--- src/hw/adct_cfg.svh ---
`ifndef ADCT_CFG_SVH
`define ADCT_CFG_SVH
// Operation
// - each conversion runs a sample phase first, then one comparison step per result bit, ten in all.
// - every phase length is counted in half cpu periods, two units per clock cycle.
// - clock select and sample time select come from the upper four bits of the control register.
// - a conversion is sample, comparison and a transfer phase; done is signalled after the transfer ends.
// - clock select 00 gives samples of 120/140/200/400 units and totals of 388/436/532/724.
// - clock select 11 gives samples of 240/280/400/800 units and totals of 772/868/1060/1444.
// - clock select 10 gives samples of 480/560/800/1600 units and totals of 1540/1732/2116/2884.
// - comparison is 1120 units (sel 10) or 560 (sel 11) for sample select 01..11; transfer fills the rest.
// - the result is a 10-bit unsigned code from 0 to 3ff.
// - after the sample phase the sampled value is held and input changes have no effect.
// - the power-off bit switches the analog circuitry off while set.

// control register field positions
`define ADCT_STC_LSB 12
`define ADCT_CTC_LSB 14
`define ADCT_POWER_OFF_BIT 5
// timing unit: two units per cpu clock
`define ADCT_UNITS_PER_CLK 2
`define ADCT_RESULT_BITS 10
`define ADCT_RESULT_MAX 10'h3ff
`endif

--- src/hw/adct_pkg.sv ---
package adct_pkg;
  typedef enum logic [2:0] {
    ADCT_IDLE = 3'b000,
    ADCT_SAMPLE = 3'b001,
    ADCT_COMPARE = 3'b010,
    ADCT_XFER = 3'b011
  } adct_state_t;
  typedef logic [11:0] adct_units_t;
endpackage

--- src/hw/adct_seq.sv ---
`timescale 1ns/1ps
`include "adct_cfg.svh"
// =====================================================================
// conversion sequencer for a successive approximation converter
module adct_seq (
  input wire logic clk_i,
  input wire logic sys_rst_i,
  input wire logic [15:0] ctrl_reg_i,
  input wire logic start_i,
  input wire logic comp_hi_i,
  output logic sample_en_o,
  output logic hold_o,
  output logic [9:0] trial_code_o,
  output logic analog_off_o,
  output logic busy_o,
  output logic done_o,
  output logic [9:0] result_o
);
  import adct_pkg::*;

  // =====================================================================
  // overview
  // a conversion walks idle -> sample -> compare -> transfer -> idle.
  // units_r counts half cpu periods from the start of the sample phase,
  // so every phase end is a compare against a running sum of lengths.
  // the sample phase closes the input switch; compare and transfer keep
  // the sampled charge, so input moves after sampling cannot leak in.
  // the comparison phase is split into ten equal steps, one per result
  // bit, msb first; the comparator answer is used two clocks after the
  // trial code changes, which every step length comfortably covers.
  // the transfer phase soaks up what is left of the listed total, so the
  // whole conversion lasts exactly the table total for the chosen fields.
  // limitation: a start while busy or while powered off is dropped with
  // no indication; software must watch busy before asking again.
  // the timing fields are sampled on each start edge seen while idle, dropped or not, so a
  // rewrite of those fields mid-conversion changes nothing; the power-off bit is not held.

  adct_state_t state_r;
  adct_units_t units_r;
  adct_units_t smp_len;
  adct_units_t cmp_len;
  adct_units_t tot_len;
  logic [1:0] ctc_r;
  logic [1:0] stc_r;
  logic [9:0] sar_r;
  logic [3:0] bit_r;
  logic [11:0] step_len;
  logic [11:0] step_cnt_r;
  logic comp_s1_r;
  logic comp_s2_r;
  logic off_s1_r;
  logic off_s2_r;
  logic start_s1_r;
  logic start_s2_r;
  logic start_d_r;
  logic start_evt;
  logic [1:0] ctc_s1_r;
  logic [1:0] ctc_s2_r;
  logic [1:0] stc_s1_r;
  logic [1:0] stc_s2_r;

  // =====================================================================
  // input synchronisers, pins come from outside the clock domain
  always_ff @(posedge clk_i) begin
    if (sys_rst_i) begin
      comp_s1_r <= 1'b0;
      comp_s2_r <= 1'b0;
      off_s1_r <= 1'b0;
      off_s2_r <= 1'b0;
      start_s1_r <= 1'b0;
      start_s2_r <= 1'b0;
      start_d_r <= 1'b0;
      ctc_s1_r <= 2'b00;
      ctc_s2_r <= 2'b00;
      stc_s1_r <= 2'b00;
      stc_s2_r <= 2'b00;
    end else begin
      comp_s1_r <= comp_hi_i;
      comp_s2_r <= comp_s1_r;
      off_s1_r <= ctrl_reg_i[`ADCT_POWER_OFF_BIT];
      off_s2_r <= off_s1_r;
      start_s1_r <= start_i;
      start_s2_r <= start_s1_r;
      start_d_r <= start_s2_r;
      // fields are multi-bit but written before start and then left alone,
      // so a plain two-stage capture is safe; the start edge is taken at the
      // second stage too, so fields written with start arrive in the same cycle
      ctc_s1_r <= ctrl_reg_i[`ADCT_CTC_LSB +: 2];
      ctc_s2_r <= ctc_s1_r;
      stc_s1_r <= ctrl_reg_i[`ADCT_STC_LSB +: 2];
      stc_s2_r <= stc_s1_r;
    end
  end

  assign start_evt = start_s2_r & ~start_d_r;

  // =====================================================================
  // timing lookup on the fields latched at start
  adct_timing_rom u_rom (
    .ctc_i(ctc_r),
    .stc_i(stc_r),
    .sample_o(smp_len),
    .compare_o(cmp_len),
    .total_o(tot_len)
  );

  // ten equal steps; step length is one tenth of the comparison phase
  assign step_len = cmp_len / 12'd10;

  // =====================================================================
  // field capture, taken only when idle so a rewrite mid-conversion is harmless
  always_ff @(posedge clk_i) begin
    if (sys_rst_i) begin
      ctc_r <= 2'b00;
      stc_r <= 2'b00;
    end else if (state_r == ADCT_IDLE && start_evt) begin
      ctc_r <= ctc_s2_r;
      stc_r <= stc_s2_r;
    end
  end

  // =====================================================================
  // phase sequencing; units advance by two per clock
  // every listed length is even, so a phase of n units lasts n/2 clocks
  // and the next value is compared, which ends a phase on its last cycle
  always_ff @(posedge clk_i) begin
    if (sys_rst_i) begin
      state_r <= ADCT_IDLE;
      units_r <= 12'h000;
    end else begin
      unique case (state_r)
        ADCT_IDLE: begin
          units_r <= 12'h000;
          if (start_evt && !off_s2_r) begin
            state_r <= ADCT_SAMPLE;
          end
        end
        ADCT_SAMPLE: begin
          units_r <= units_r + 12'(`ADCT_UNITS_PER_CLK);
          if (units_r + 12'(`ADCT_UNITS_PER_CLK) >= smp_len) begin
            state_r <= ADCT_COMPARE;
          end
        end
        ADCT_COMPARE: begin
          units_r <= units_r + 12'(`ADCT_UNITS_PER_CLK);
          if (units_r + 12'(`ADCT_UNITS_PER_CLK) >= smp_len + cmp_len) begin
            state_r <= ADCT_XFER;
          end
        end
        ADCT_XFER: begin
          units_r <= units_r + 12'(`ADCT_UNITS_PER_CLK);
          if (units_r + 12'(`ADCT_UNITS_PER_CLK) >= tot_len) begin
            state_r <= ADCT_IDLE;
          end
        end
        default: state_r <= ADCT_IDLE;
      endcase
    end
  end

  // =====================================================================
  // successive approximation, msb first, one decision per step
  // the trial register is preset during sampling so the first comparator
  // answer is ready when the first step ends; bit index f marks all done
  always_ff @(posedge clk_i) begin
    if (sys_rst_i) begin
      sar_r <= 10'h000;
      bit_r <= 4'h0;
      step_cnt_r <= 12'h000;
    end else if (state_r == ADCT_SAMPLE) begin
      sar_r <= 10'h200;
      bit_r <= 4'h9;
      step_cnt_r <= 12'h000;
    end else if (state_r == ADCT_COMPARE) begin
      if (step_cnt_r + 12'(`ADCT_UNITS_PER_CLK) >= step_len) begin
        step_cnt_r <= 12'h000;
        if (bit_r != 4'hf) begin
          // comparator high means the trial exceeds the input: drop the bit
          if (comp_s2_r) begin
            sar_r[bit_r] <= 1'b0;
          end
          if (bit_r != 4'h0) begin
            sar_r[bit_r - 4'h1] <= 1'b1;
          end
          bit_r <= bit_r - 4'h1;
        end
      end else begin
        step_cnt_r <= step_cnt_r + 12'(`ADCT_UNITS_PER_CLK);
      end
    end
  end

  // =====================================================================
  // result load and completion pulse at the end of the transfer phase
  // the pulse shows in the first idle cycle, together with the new result
  always_ff @(posedge clk_i) begin
    if (sys_rst_i) begin
      result_o <= 10'h000;
      done_o <= 1'b0;
    end else begin
      done_o <= 1'b0;
      if (state_r == ADCT_XFER && units_r + 12'(`ADCT_UNITS_PER_CLK) >= tot_len) begin
        result_o <= sar_r & `ADCT_RESULT_MAX;
        done_o <= 1'b1;
      end
    end
  end

  // =====================================================================
  // analog front-end controls
  assign sample_en_o = (state_r == ADCT_SAMPLE);
  assign hold_o = (state_r == ADCT_COMPARE) || (state_r == ADCT_XFER);
  assign trial_code_o = sar_r;
  assign analog_off_o = off_s2_r;
  assign busy_o = (state_r != ADCT_IDLE);
endmodule

--- src/hw/adct_timing_rom.sv ---
`timescale 1ns/1ps
`include "adct_cfg.svh"
// =====================================================================
// timing table lookup, lengths in half cpu periods
module adct_timing_rom (
  input wire logic [1:0] ctc_i,
  input wire logic [1:0] stc_i,
  output adct_pkg::adct_units_t sample_o,
  output adct_pkg::adct_units_t compare_o,
  output adct_pkg::adct_units_t total_o
);
  import adct_pkg::*;
  // comparison length is the listed one where it is consistent; the
  // transfer phase absorbs the difference so the total is always exact
  always_comb begin
    unique case ({ctc_i, stc_i})
      4'hc: begin sample_o = 12'd240; compare_o = 12'd480; total_o = 12'd772; end
      4'hd: begin sample_o = 12'd280; compare_o = 12'd560; total_o = 12'd868; end
      4'he: begin sample_o = 12'd400; compare_o = 12'd560; total_o = 12'd1060; end
      4'hf: begin sample_o = 12'd800; compare_o = 12'd560; total_o = 12'd1444; end
      4'h8: begin sample_o = 12'd480; compare_o = 12'd960; total_o = 12'd1540; end
      4'h9: begin sample_o = 12'd560; compare_o = 12'd1120; total_o = 12'd1732; end
      4'ha: begin sample_o = 12'd800; compare_o = 12'd1120; total_o = 12'd2116; end
      4'hb: begin sample_o = 12'd1600; compare_o = 12'd1120; total_o = 12'd2884; end
      // 00 and reserved 01 share one timing set
      4'h0, 4'h4: begin sample_o = 12'd120; compare_o = 12'd240; total_o = 12'd388; end
      4'h1, 4'h5: begin sample_o = 12'd140; compare_o = 12'd280; total_o = 12'd436; end
      4'h2, 4'h6: begin sample_o = 12'd200; compare_o = 12'd280; total_o = 12'd532; end
      default: begin sample_o = 12'd400; compare_o = 12'd260; total_o = 12'd724; end
    endcase
  end
endmodule

--- config.mk ---
export PLATFORM = sky130hd
export DESIGN_NAME = adct_seq
export DESIGN_NICKNAME = d
export VERILOG_FILES = /design/src/hw/adct_pkg.sv /design/src/hw/adct_seq.sv /design/src/hw/adct_timing_rom.sv
export VERILOG_INCLUDE_DIRS = /design/src /design/src/hw
export SDC_FILE = /design/constraint.sdc
export NUM_CORES = 1
export LEC_CHECK = 0
export BUFFER_PORTS_ARGS = -buffer_cell sky130_fd_sc_hd__buf_4
export CORE_MARGIN = 1.5
export CORE_UTILIZATION = 35
export CTS_BUF_LIST = sky130_fd_sc_hd__clkbuf_4
export CTS_CLUSTER_SIZE = 28
export DETAILED_ROUTE_END_ITERATION = 10
export SYNTH_ARGS = -nofsm -noshare
export SYNTH_HDL_FRONTEND = slang
export SYNTH_SLANG_ARGS = --single-unit
--- constraint.sdc ---
create_clock -name clk_i -period 5.5 [get_ports clk_i]
set_input_delay 1.1 -clock clk_i [delete_from_list [all_inputs] [get_ports clk_i]]
set_output_delay 1.1 -clock clk_i [all_outputs]
set_load 0.03 [all_outputs]
Yosys cells after proc, flatten, opt, wreduce, memory -nomap -nowiden:

Memory sizes are Yosys's and may differ from the RTL's. A register that Yosys moved wholly into a read port is not among the register bits.
Cells that the tools add are included.

* $add $sub $neg: 4
* multipliers: 0
* divide/modulo/power cells: 1
* $lt $le $gt $ge: 8
* equal/unequal tests: 8
* shift-type cells: 0
* mux-type cells: 29
* bitwise gates (word level): 5
* reductions and logical operators: 19

Operators with widths (count)
* $mux 10: 11
* $ge 12x12->1: 4
* $add 12x2->12 const B: 2
* $mux 4: 6
* $pmux 12 s2: 1
* $add 12x12->12: 1
* $div 12x4->12 const B: 1
* $mux 12: 1
* $mux 3: 4
* $pmux 3 s4: 1
* $and 10x10->10: 1
* $lt 4x5->1 const B: 2
* $not 10->10: 1
* $or 10x10->10: 1
* $demux 1 s4: 2
* $ge 4x1->1 const B: 2
* $reduce_bool 2->1: 4
* $eq 3x2->1 const B: 2
* $reduce_and 3->1: 2
* $logic_and 1x1->1: 5
* $ne 2x1->1 const B: 2
* $ne 2x2->1 const B: 2
* $ne 4x4->1 const B: 1
* $reduce_and 4->1: 1
* 12 further kinds: 14

* bits in registers: 71
* bits in latches: 0
* RAM bits: 0
* bits in read-only memories: 416
* input bits: 20
* output and inout port bits: 25
* word-level logic and storage cells: 97
* memories: 1

Memory list
* (name not given): depth 16, bits a word 26, rd ports 1, clocked after Yosys merged registers in 1, wr ports 0, line adct_timing_rom.sv:16 `unique case ({ctc_i, stc_i})`

Depth between registers and ports, before layout:

Gate-level depths: netlist (run 1).

* depth in word-level cells: 18
* depth in mapped cells: 22
* depth with buffers taken out: 19

Hierarchy:

A second synthesis (run 1) with hierarchy kept.

* cell total of the unflattened synthesis: 753
* area total of the unflattened synthesis: 6083.3 µm²

By module, submodules not included
* adct_seq: times used 1, cells each 673, area an instance 5526.6 µm², seq. area each 1361.3 µm²
* adct_timing_rom: times used 1, cells each 80, area an instance 556.8 µm², seq. area each 0.0 µm²

Least setup slack after synthesis (run 1):

OpenSTA, ideal clock, no wires.

* path type: flip-flop to flip-flop
* start: register u_rom.compare_o[9] (netlist name)
* end: register sar_r[4] (netlist: trial_code_o[4])
* library setup time: 0.117 ns
* data arrival time: 4.078 ns
* required time: 5.383 ns
* slack: 1.304 ns
* cell stages (with the launch flop): 23
* buffers on the path: 3
* period minus slack after synthesis: 4.196 ns
* path through: dfxtp_1 -> buf_6 -> nor2b_2 -> a22o_1 -> o31ai_2 -> and2_1 -> buf_6 -> mux2i_1 -> o221ai_4 -> o211a_1 -> a211oi_1 -> ha_1 -> a21oi_1 -> nor2b_1 -> o21ai_0 -> nand2_1 -> nor4b_1 -> nand2_1 -> o32ai_4 -> a31o_4 -> buf_6 -> nor3_2 -> a32o_1

* cells in the longest elaborated chain, start to end: 3

RTL lines
* $div 12x4->12: line adct_seq.sv:108 `assign step_len = cmp_len / 12'd10;`
* $ge 12x12->1: line adct_seq.sv:175 `` if (step_cnt_r + 12'(`ADCT_UNITS_PER_CLK) >= step_len) begin ``
* $reduce_and 3->1 (no source line)
* to (signal assigned): line adct_seq.sv:171 `sar_r <= 10'h200;`
* to (signal, indexed assignment): line adct_seq.sv:180 `sar_r[bit_r] <= 1'b0;`
* to (signal, indexed assignment): line adct_seq.sv:183 `sar_r[bit_r - 4'h1] <= 1'b1;`
* to (decl): line adct_seq.sv:45 `logic [9:0] sar_r;`

Every way passes these cells.
A chain may end at the register's enable or synchronous reset.

Worst setup path after layout (run 1):

* start: register u_rom.compare_o[9] (netlist name)
* end: register sar_r[9] (netlist: trial_code_o[9])

* cells in the longest elaborated chain, start to end: 4

RTL lines (line)
* $div 12x4->12: adct_seq.sv:108
* $ge 12x12->1: adct_seq.sv:175
* $reduce_bool 2->1 (no source line)
* $reduce_and 3->1 (no source line)

Every way passes these cells.

==> summary.md, run 1 <==
| Metric | Value |
|---|---|
| Largest area contributor in the netlist | `dfxtp_1` |
| Final setup viols | `0` |
| RSZ-0062 raised after global routing | `false` |
| Post-layout net count | `roughly 740` |
| Crit path time final | `~5 ns` |
| Slew of the pin with the lowest slew margin | `between 0.8 and 0.9 ns` |
| EDFF count, synth | `0` |
| Number of synthesized register bits | `94` |
| WL/cell | `roughly 14 microns` |
| Crit path DAT | `approximately 5.3 ns` |
| Pre-antenna DRT Iters | `4` |
| Status | `completed` |
| Synthesized Nets | `723` |
| Gr usage total | `~14%` |
| Layout cells sized above 1 | `approximately an eighth` |
| Maxcap violations | `0` |
| Yosys warnings | `0` |
| Final ANT Viol Nets | `0` |
| Cts bufs inserted | `9` |
| Avg Synthesized Cell Area | `roughly 9.0 sq um` |
| Detailed Place HPWL | `between 9 and 10 mm` |
| Slew headroom | `42.7%` |
| GPL Wtd Cong | `between 0.8 and 0.9` |
| M2 GR Usage | `approximately 24%` |
| Most Crowded Layer GR | `met2` |
| CTS Sinks | `94` |
| Asr flop ratio synth | `0%` |
| Die height | `131 microns` |
| # DRC | `0` |
| Worst Hold Slack | `0.440 ns` |
| I/O Pins | `45` |
| Met1 usage | `between 10% and 20%` |
| Static Leak | `about 2.7 nW` |
| Initial Util | `36.0%` |
| Clock skew | `roughly 0.018 ns` |
| Non-Filler Instances | `roughly 880` |
| Power per Cell Area | `237 nW/um^2` |
| CP Max Fanout | `12` |
| Pin count of the biggest net entering global routing | `between 40 and 50` |
| Global-route wire length before repair | `20.7 mm` |
| Min-delay worst type | `register to register` |
| Total number of vias | `about 4600` |
| Synthesized cell area | `5760 sq um` |
| Fillers | `approximately 1700` |
| Final period util | `approximately nine tenths` |
| M3 GR Usage | `under 10%` |
| I/O Buffers | `33` |
| Fin. Hold Viols | `0` |
| Area of the die | `17200 sq um` |
| Congestion Overflow GR | `0` |
| Post-synth top area share | `roughly a third` |
| Nature of the critical path endpoint | `register` |
| Vias in the first global route | `between 4000 and 5000` |
| Synth Instances | `~640` |
| CP startpoint kind | `register` |
| Area delta synth->final | `9.69%` |
| CP Class | `register to register` |
| Initial antenna violation count | `1` |
| Rows | `46` |
| DP Cell Count | `865` |
| Seq/Total Area, Yosys | `32.7%` |
| Clock Tree Buf Depth | `2` |
| First DRT Iteration DRCs | `around 190` |
| VDD IR-drop max | `roughly 180 uV` |
| Post-CTS Setup Inserts | `0` |
| Setup_tns | `0 ns` |
| Worst EP required | `5.85 ns` |
| Depth of the CTS H-tree | `3` |
| Via-per-instance ratio | `a little over 5` |
| Main flop type after synthesis | `dfxtp_1` |
| Placed cell area | `6170 sq um` |
| Fmax | `roughly 200 MHz` |
| Final wirelength | `about 12 mm` |
| Netlist cell types | `between 70 and 80` |
| Slew Viols, Final | `0` |
| Area contributors post-synth | `dfxtp_1 (33%), ha_1 (13%), nor2b_1 (3.3%), inv_1 (2.9%), mux2i_1 (2.8%)` |
| CTS tree | `built` |
| CORE AREA | `16000 sq um` |
| CTS root buf | `clkbuf_4` |
| Later-pin clock latency in the skew report | `between 0.4 and 0.5 ns` |
| Cell area after layout | `roughly 6300 sq um` |
| Reg clk slew, reported paths | `around 0.15 ns` |
| Die X | `131 microns` |
-- registers in the layout, summed over array words and instances, names as in the netlist, 2 cells and up --
name / flops
u_rom.total_o: 8
stc_r: 2
step_cnt_r: 11
ctc_r: 2
result_o: 10
bit_r: 4
units_r: 11
stc_s2_r: 2
trial_code_o: 10
u_rom.sample_o: 9
stc_s1_r: 2
ctc_s1_r: 2
state_r: 2
u_rom.compare_o: 9
ctc_s2_r: 2
-- synth_stat cells (3+ instances only) --
library cell / count
dfxtp_1: 94
ha_1: 61
inv_1: 44
nor2_1: 41
nand2_1: 39
o21ai_0: 32
nor2b_1: 30
a21oi_1: 28
clkbuf_1: 24
xnor2_1: 17
mux2i_1: 16
nand3_1: 16
and3_1: 13
xor2_1: 13
nor3_1: 12
nand2b_1: 11
o21a_1: 10
a21o_1: 9
a31oi_1: 7
a32o_1: 7
nand3b_1: 6
o22ai_1: 6
a211oi_1: 5
and2_1: 5
o21bai_1: 5
or2_2: 5
or3_1: 5
nand4b_1: 4
nor3b_1: 4
a221oi_2: 3
buf_6: 3
mux2_2: 3
nand4_1: 3
nor4_1: 3
o221ai_1: 3
-- cells by family (layout without fill, tap and decap cells) --
family | Yosys count | count (layout) | share of synthesized area (%)
AO/OA/AOI/OAI | 144 | 144 | 18.7
XOR/XNOR | 31 | 31 | 5.04
adder cells (fa/ha/maj) | 63 | 63 | 13.8
buffers and inverters | 76 | 100 | 5.46
flip-flops | 94 | 94 | 32.7
multiplexers | 19 | 19 | 3.37
other | 0 | 1 | 0
AND/OR/NAND/NOR | 214 | 214 | 21.0
-- cell type report --
| type | count | area, sq um | share of cell area (%) |
|---|---|---|---|
| antenna | 1 | 2.50 | 0.0396 |
| clock buffer | 10 | 75.1 | 1.19 |
| clock inverter | 6 | 61.3 | 0.971 |
| inverter | 45 | 169 | 2.67 |
| multi-input combinational | 471 | 3560 | 56.4 |
| sequential | 94 | 1880 | 29.8 |
| tap | 216 | 270 | 4.28 |
| timing repair buffer | 39 | 293 | 4.64 |
-- layer usage --
metal,share of wire (%),vias to the layer above
li1,-,2306
met1,49,2162
met2,47,71
met3,2.5,11
met4,1.5,0
met5,0,-
-- path summary, 6_finish.rpt --
check | start | end | slack, ns | cells after the start
min reg2reg | comp_s1_r | comp_s2_r | 0.44 | 1
max reg2reg | u_rom.compare_o[9] | trial_code_o[9] | 0.60 | 19
max | u_rom.compare_o[9] | trial_code_o[9] | 0.60 | 19
min | comp_s1_r | comp_s2_r | 0.44 | 1
-- per-stage QoR --
step	total power (W)	utilization, %	setup slack, ns
after CTS	0.00151	39.4	0.370
after global placement	0.00112	38.6	0.525
final	0.00150	39.5	0.595
after floorplan	0.00104	-	1.30
after detailed placement	0.00113	38.6	0.421
after global routing	0.00158	39.5	0.0822
-- timing repair --
item                                   CTS  global route
endpoints found under the hold margin    0             0
setup endpoints to repair                0             1
resized for setup                        0             1
hold buffers                             0             0
-- cell usage in the layout, fill, tap and decap left out, types with 10 or more instances in the layout --
| cell | n |
|---|---|
| xnor2_1 | 17 |
| buf_4 | 39 |
| o21ai_0 | 32 |
| mux2i_1 | 16 |
| a21oi_1 | 28 |
| xor2_1 | 13 |
| and3_1 | 13 |
| dfxtp_1 | 93 |
| clkbuf_4 | 10 |
| nand2b_1 | 11 |
| inv_1 | 44 |
| nand3_1 | 16 |
| ha_1 | 61 |
| nor3_1 | 12 |
| nor2b_1 | 30 |
| nand2_1 | 39 |
| o21a_1 | 10 |
| nor2_1 | 41 |
-- report_power, final --
group	leakage, nW	internal, W	switching [W]	total [W]
registers	0.762	0.000708	0.0000340	0.000742
logic	1.85	0.000139	0.000240	0.000379
clock network	0.0681	0.000142	0.000232	0.000375
total	2.68	0.000989	0.000506	0.00150
-- critical path, stage by stage (launching register included) --
cell and delay (ns):
dfxtp_1 0.56, nor3b_2 0.12, a22o_1 0.26, o31ai_2 0.43
and2_1 0.40, mux2i_1 0.19, o221ai_4 0.32, o211a_1 0.24
a211oi_1 0.09, ha_1 0.20, a21oi_1 0.12, nor2b_1 0.05
o21ai_0 0.14, nand2_1 0.07, nor4b_1 0.35, nand2_1 0.15
o32ai_4 0.47, a31o_4 0.26, nor4bb_1 0.09, a2111oi_2 0.28
Note: power is estimated with default switching activity, not from simulation.
==> inputs of run 2 (changes only) <==
- SLEW_MARGIN: not set -> 25
- clock period: 5.5 -> 5.6 ns (I/O delays scaled with it)
==> run 2 against run 1 <==
Net effect:
- sequential cell count unchanged
- utilization fell by 0.078 points
- wire length grew 2.2%
- clock skew up 0.0059 ns
- combinational power fell by 2%
- count of clock-buffer cells in the layout decreased by 1
- critical path depth stayed put
- cell count decreased by 0.23%
- first-iteration DRC count up 56%
- critical path type unchanged
- design area is 0.20% lower
- register-to-register slack lost 0.05 ns
- die area stayed put
==> summary.md, run 2 (synthesis results as in run 1) <==
| Metric | Value |
|---|---|
| Setup_tns | `0 ns` |
| Crit path cell chain | `nor3b_2 > a22o_1 > o31ai_2 > and2_1 > mux2i_1 > o221ai_4 > o211a_1 > a211oi_1 > ha_1 > a21oi_1 > nor2b_1 > o21ai_0 > nand2_1 > nor4b_1 > nand2_1 > o32ai_4 > a31o_4 > nor4bb_1 > a2111oi_2` |
| Rows | `46` |
| Hold depth | `1` |
| Maxcap violations | `0` |
| GPL Wtd Cong | `~0.87` |
| Biggest regs | `step_cnt_r: 11 flops, units_r: 11 flops` |
| CP Class | `register to register` |
| Area delta synth->final | `9.48%` |
| CP startpoint kind | `register` |
| Clock Tree Buf Depth | `2` |
| CP Max Fanout | `14` |
| Design Power | `between 0.001 and 0.0015 W` |
| VDD IR-drop max | `between 150 and 200 uV` |
| Final period util | `around 90%` |
| Reg2Reg Setup Slack | `about 0.55 ns` |
| Slew Viols, Final | `0` |
| Congestion Overflow GR | `0` |
| Area of the die | `about 17000 sq um` |
| Vias in the first global route | `about 4400` |
| Gr usage total | `14.7%` |
| First DRT Iteration DRCs | `just under 300` |
| CTS root buf | `clkbuf_4` |
| Slew of the pin with the lowest slew margin | `just over 0.9 ns` |
| Global-route wire length before repair | `21.0 mm` |
| CORE AREA | `approximately 16000 sq um` |
| Post-CTS Setup Inserts | `0` |
| Initial antenna violation count | `1` |
| Hold_sp | `stc_s1_r[0]` |
| Final ANT Viol Nets | `0` |
| Initial Util | `about 36%` |
| Crit path time final | `around 5 ns` |
| Later-pin clock latency in the skew report | `~0.46 ns` |
| Total number of vias | `4545` |
| Final wirelength | `between 10 and 15 mm` |
| Slowest cell on crit path | `dfxtp_1` |
| Reg clk slew, reported paths | `0.14 ns` |
| Via-per-instance ratio | `5.16` |
| Detailed Place HPWL | `between 9 and 10 mm` |
| Hold Path Sink | `stc_s2_r[0]` |
| Clock skew | `approximately 0.024 ns` |
| Most used cell along the critical path | `nand2_1` |
| Most frequent cells in the layout | `dfxtp_1 (93), ha_1 (61), inv_1 (44), nor2_1 (41), nand2_1 (39)` |
| Die height | `131 microns` |
| WL/cell | `~14 microns` |
| Status | `completed` |
| CP max stage delay | `between 0.6 and 0.7 ns` |
| # DRC | `0` |
| Worst EP required | `between 5 and 6 ns` |
| Pin count of the biggest net entering global routing | `between 40 and 50` |
| Cts bufs inserted | `9` |
| Die X | `roughly 130 microns` |
| Fin. Hold Viols | `0` |
| CTS Sinks | `between 90 and 100` |
| Crit path DAT | `between 5 and 6 ns` |
| Layout cells sized above 1 | `between 10% and 20%` |
| R2r startpoint | `u_rom.compare_o[8]` |
| Worst Hold Slack | `0.451 ns` |
| Static Leak | `~2.7 nW` |
| Depth of the CTS H-tree | `3` |
| Power per Cell Area | `around 230 nW/um^2` |
| Slew headroom | `roughly two fifths` |
| Reg-to-Reg End | `trial_code_o[9]` |
| Post-layout net count | `741` |
| Finished Core Util | `around two fifths` |
| RSZ-0062 raised after global routing | `false` |
| Min-delay worst type | `register to register` |
| Nature of the critical path endpoint | `register` |
| Final setup viols | `0` |
| CTS tree | `built` |
| Pre-antenna DRT Iters | `5` |
| I/O Buffers | `33` |
| Reg2reg path depth | `19` |
| Fmax | `~200 MHz` |
| Critical Path Start | `u_rom.compare_o[8]` |
| I/O Pins | `45` |
| Most common library cell in the layout ignoring fill and taps | `dfxtp_1` |
==> run 2: cell types whose count changed in the layout (fill, tap and decap cells not counted), sizes merged <==
cell / delta
inv: -1
clkinv: +2
buf: -1
clkbuf: -1
clkinvlp: -1
==> run 2: final cells by class <==
| cell class | instances | area, sq um |
|---|---|---|
| multi-input combinational | 471 | 3560 |
| inverter | 45 | 169 |
| antenna | 1 | 2.50 |
| tap | 216 | 270 |
| clock buffer | 9 | 67.6 |
| clock inverter | 6 | 63.8 |
| sequential | 94 | 1880 |
| timing repair buffer | 38 | 285 |
| fill | 1654 | 9700 |
==> run 2: power breakdown <==
| group | switching, W | internal, W | total, W |
|---|---|---|---|
| clock network | 0.000223 | 0.000133 | 0.000356 |
| logic | 0.000236 | 0.000136 | 0.000373 |
| registers | 0.0000339 | 0.000695 | 0.000729 |
| total | 0.000493 | 0.000964 | 0.00146 |
==> run 2: metrics by stage <==
stage	std cells	cell area, sq um	setup WS (ns)
after floorplan	641	5760	1.40
after global placement	864	6170	0.644
after detailed placement	864	6170	0.482
after CTS	879	6300	0.470
after global routing	880	6300	0.0592
final	880	6300	0.546
==> run 2: how the worst max path moves through the flow <==
stage	endpoint	cells after the start
global route	trial_code_o[9]	19
global placement	trial_code_o[9]	19
CTS	trial_code_o[9]	19
finish	trial_code_o[9]	19
detailed placement	trial_code_o[9]	19
floorplan	trial_code_o[4]	22
==> run 2: routing by layer <==
layer	part of all wire (%)	vias up	global-route usage (%)	wire, microns
li1	-	2314	-	-
met1	49	2127	19.3	6010
met2	46	81	23.8	5680
met3	3.1	23	2.47	384
met4	2.5	0	6.23	306
met5	0	-	0	0
==> run 2: critical path: cells and delay by family (launching register included) <==
family / cells / cell delay (ns)
muxes: 1 / 0.20
and+or+nand+nor: 7 / 1.25
adders and majority gates: 1 / 0.20
DFF: 1 / 0.65
AOI/OAI and AO/OA: 10 / 2.65
==> run 2: timing repair <==
item	4_1_cts	5_1_grt
hold buffers	0	0
resized for setup	0	1
endpoints found under the setup margin	0	1
==> inputs of run 3 (changes only) <==
- CORE_MARGIN: 1.5 -> 3
- PLACE_DENSITY_LB_ADDON: not set -> 0.2
==> run 3 against run 2 <==
Net effect:
- register-to-register slack better by 0.16 ns
- hold slack better by 0.0044 ns
- sequential power about the same
- global-route usage down 0.72 points
- via count down 2.5%
- clock skew down 0.010 ns
- fmax up 3.3%
- critical path type unchanged
- wire length down 1.1%
==> summary.md, run 3 (synthesis results as in run 1) <==
| Metric | Value |
|---|---|
| Status | `completed` |
| Area delta synth->final | `9.69%` |
| Detailed Place HPWL | `just over 9 mm` |
| Layout cells sized above 1 | `13.4%` |
| Multi-input combinational cell area | `between 3000 and 4000 sq um` |
| Biggest regs | `step_cnt_r: 11 flops, units_r: 11 flops` |
| Initial Util | `36.0%` |
| I/O Pins | `45` |
| Power per Cell Area | `around 230 nW/um^2` |
| Clock Tree Buf Depth | `2` |
| CP Class | `register to register` |
| First DRT Iteration DRCs | `about 280` |
| Nature of the critical path endpoint | `register` |
| Die X | `~130 microns` |
| CP startpoint kind | `register` |
| Post-CTS sizing | `0` |
| Setup_tns | `0 ns` |
| Total number of vias | `4431` |
| Slew headroom | `between 30% and 40%` |
| Post-layout net count | `between 700 and 800` |
| CTS Sinks | `94` |
| Via-per-instance ratio | `5.03` |
| RSZ-0062 raised after global routing | `false` |
| Maxcap violations | `0` |
| Final ANT Viol Nets | `0` |
| CORE AREA | `16000 sq um` |
| Initial antenna violation count | `1` |
| Fin. Hold Viols | `0` |
| Final wirelength | `about 12 mm` |
| Area of the die | `roughly 18000 sq um` |
| Clock skew | `approximately 0.013 ns` |
| Reg clk slew, reported paths | `around 0.14 ns` |
| Static Leak | `2.69 nW` |
| Most frequent cells in the layout | `dfxtp_1 (94), ha_1 (61), inv_1 (44), nor2_1 (40), nand2_1 (39)` |
| Pre-antenna DRT Iters | `5` |
| Crit path time final | `approximately 5 ns` |
| Crit path DAT | `between 5 and 6 ns` |
| Later-pin clock latency in the skew report | `~0.43 ns` |
| GPL Wtd Cong | `between 0.8 and 0.9` |
| Slew Viols, Final | `0` |
| WL/cell | `between 10 and 15 microns` |
| Congestion Overflow GR | `0` |
| Rows | `between 40 and 50` |
| Vias in the first global route | `approximately 4300` |
| VDD IR-drop max | `between 150 and 200 uV` |
| Min-delay worst type | `register to register` |
| Slew of the pin with the lowest slew margin | `0.903 ns` |
| Final setup viols | `0` |
| Global-route wire length before repair | `between 20 and 25 mm` |
| Pin count of the biggest net entering global routing | `45` |
| Fillers | `between 1500 and 2000` |
| Worst EP required | `roughly 6 ns` |
| Fmax | `just over 200 MHz` |
| Die height | `between 100 and 150 microns` |
| CTS root buf | `clkbuf_4` |
| DP Cell Count | `864` |
| CTS Hold Bufs | `0` |
| Final period util | `between 80% and 90%` |
| I/O Buffers | `33` |
| Depth of the CTS H-tree | `3` |
| Gr usage total | `14.0%` |
| # DRC | `0` |
| Post-CTS Setup Inserts | `0` |
| CP Max Fanout | `19` |
| Most common library cell in the layout ignoring fill and taps | `dfxtp_1` |
| Register Area | `1880 sq um` |
| Non-Filler Instances | `approximately 880` |
| Cts bufs inserted | `9` |
| CTS tree | `built` |
[run 3: final cells by class]
class | instances | area share (%)
Antenna cell | 1 | 0.0396
Clock inverter | 3 | 0.713
Inverter | 45 | 2.67
Multi-Input combinational cell | 471 | 56.4
Timing Repair Buffer | 38 | 4.52
Clock buffer | 13 | 1.55
Tap cell | 216 | 4.28
Sequential cell | 94 | 29.8
[run 3: critical path, stage by stage (launching register included)]
cell and delay, ns:
dfxtp_1 0.78, nor2b_1 0.13, a221oi_2 0.50, and2_1 0.39
mux2i_1 0.18, o221ai_4 0.31, o211a_1 0.24, a211oi_1 0.09
ha_1 0.20, a21oi_1 0.12, nor2b_1 0.05, o21ai_0 0.14
nand2_1 0.07, nor4b_1 0.36, nand2_1 0.15, o32ai_4 0.46
a31o_4 0.26, nor4bb_1 0.09, a2111oi_2 0.27
[run 3: path summary, 6_finish.rpt]
path | start | to | slack, ns | cells past startpoint
setup / recovery | u_rom.compare_o[6] | trial_code_o[9] | 0.71 | 18
setup reg to reg | u_rom.compare_o[6] | trial_code_o[9] | 0.71 | 18
hold reg to reg | ctc_s1_r[1] | ctc_s2_r[1] | 0.46 | 1
hold / removal | ctc_s1_r[1] | ctc_s2_r[1] | 0.46 | 1
[run 3: power by group]
group          internal, W  switching, W  total, W
combinational     0.000136      0.000236  0.000372
sequential        0.000695     0.0000328  0.000728
clock             0.000157      0.000216  0.000372
total             0.000988      0.000484   0.00147
[run 3: routing by layer]
metal / GRT usage, % / up-vias / wire length (microns)
met5: 0 / - / 0
met4: 4.75 / 0 / 114
met3: 2.25 / 9 / 358
met2: 22.2 / 66 / 5560
met1: 19.3 / 2045 / 6210
li1: - / 2311 / -
[run 3: per-stage QoR]
stage                     util [%]  power, W  setup slack (ns)  hold slack [ns]  instance area [sq um]
after floorplan                  -   0.00102              1.40            0.414                   5760
after global placement        38.5   0.00111             0.748            0.418                   6170
after detailed placement      38.6   0.00111             0.676            0.426                   6170
after CTS                     39.5   0.00149             0.645            0.457                   6310
after global routing          39.5   0.00157             0.121            0.475                   6310
final                         39.5   0.00147             0.707            0.455                   6310
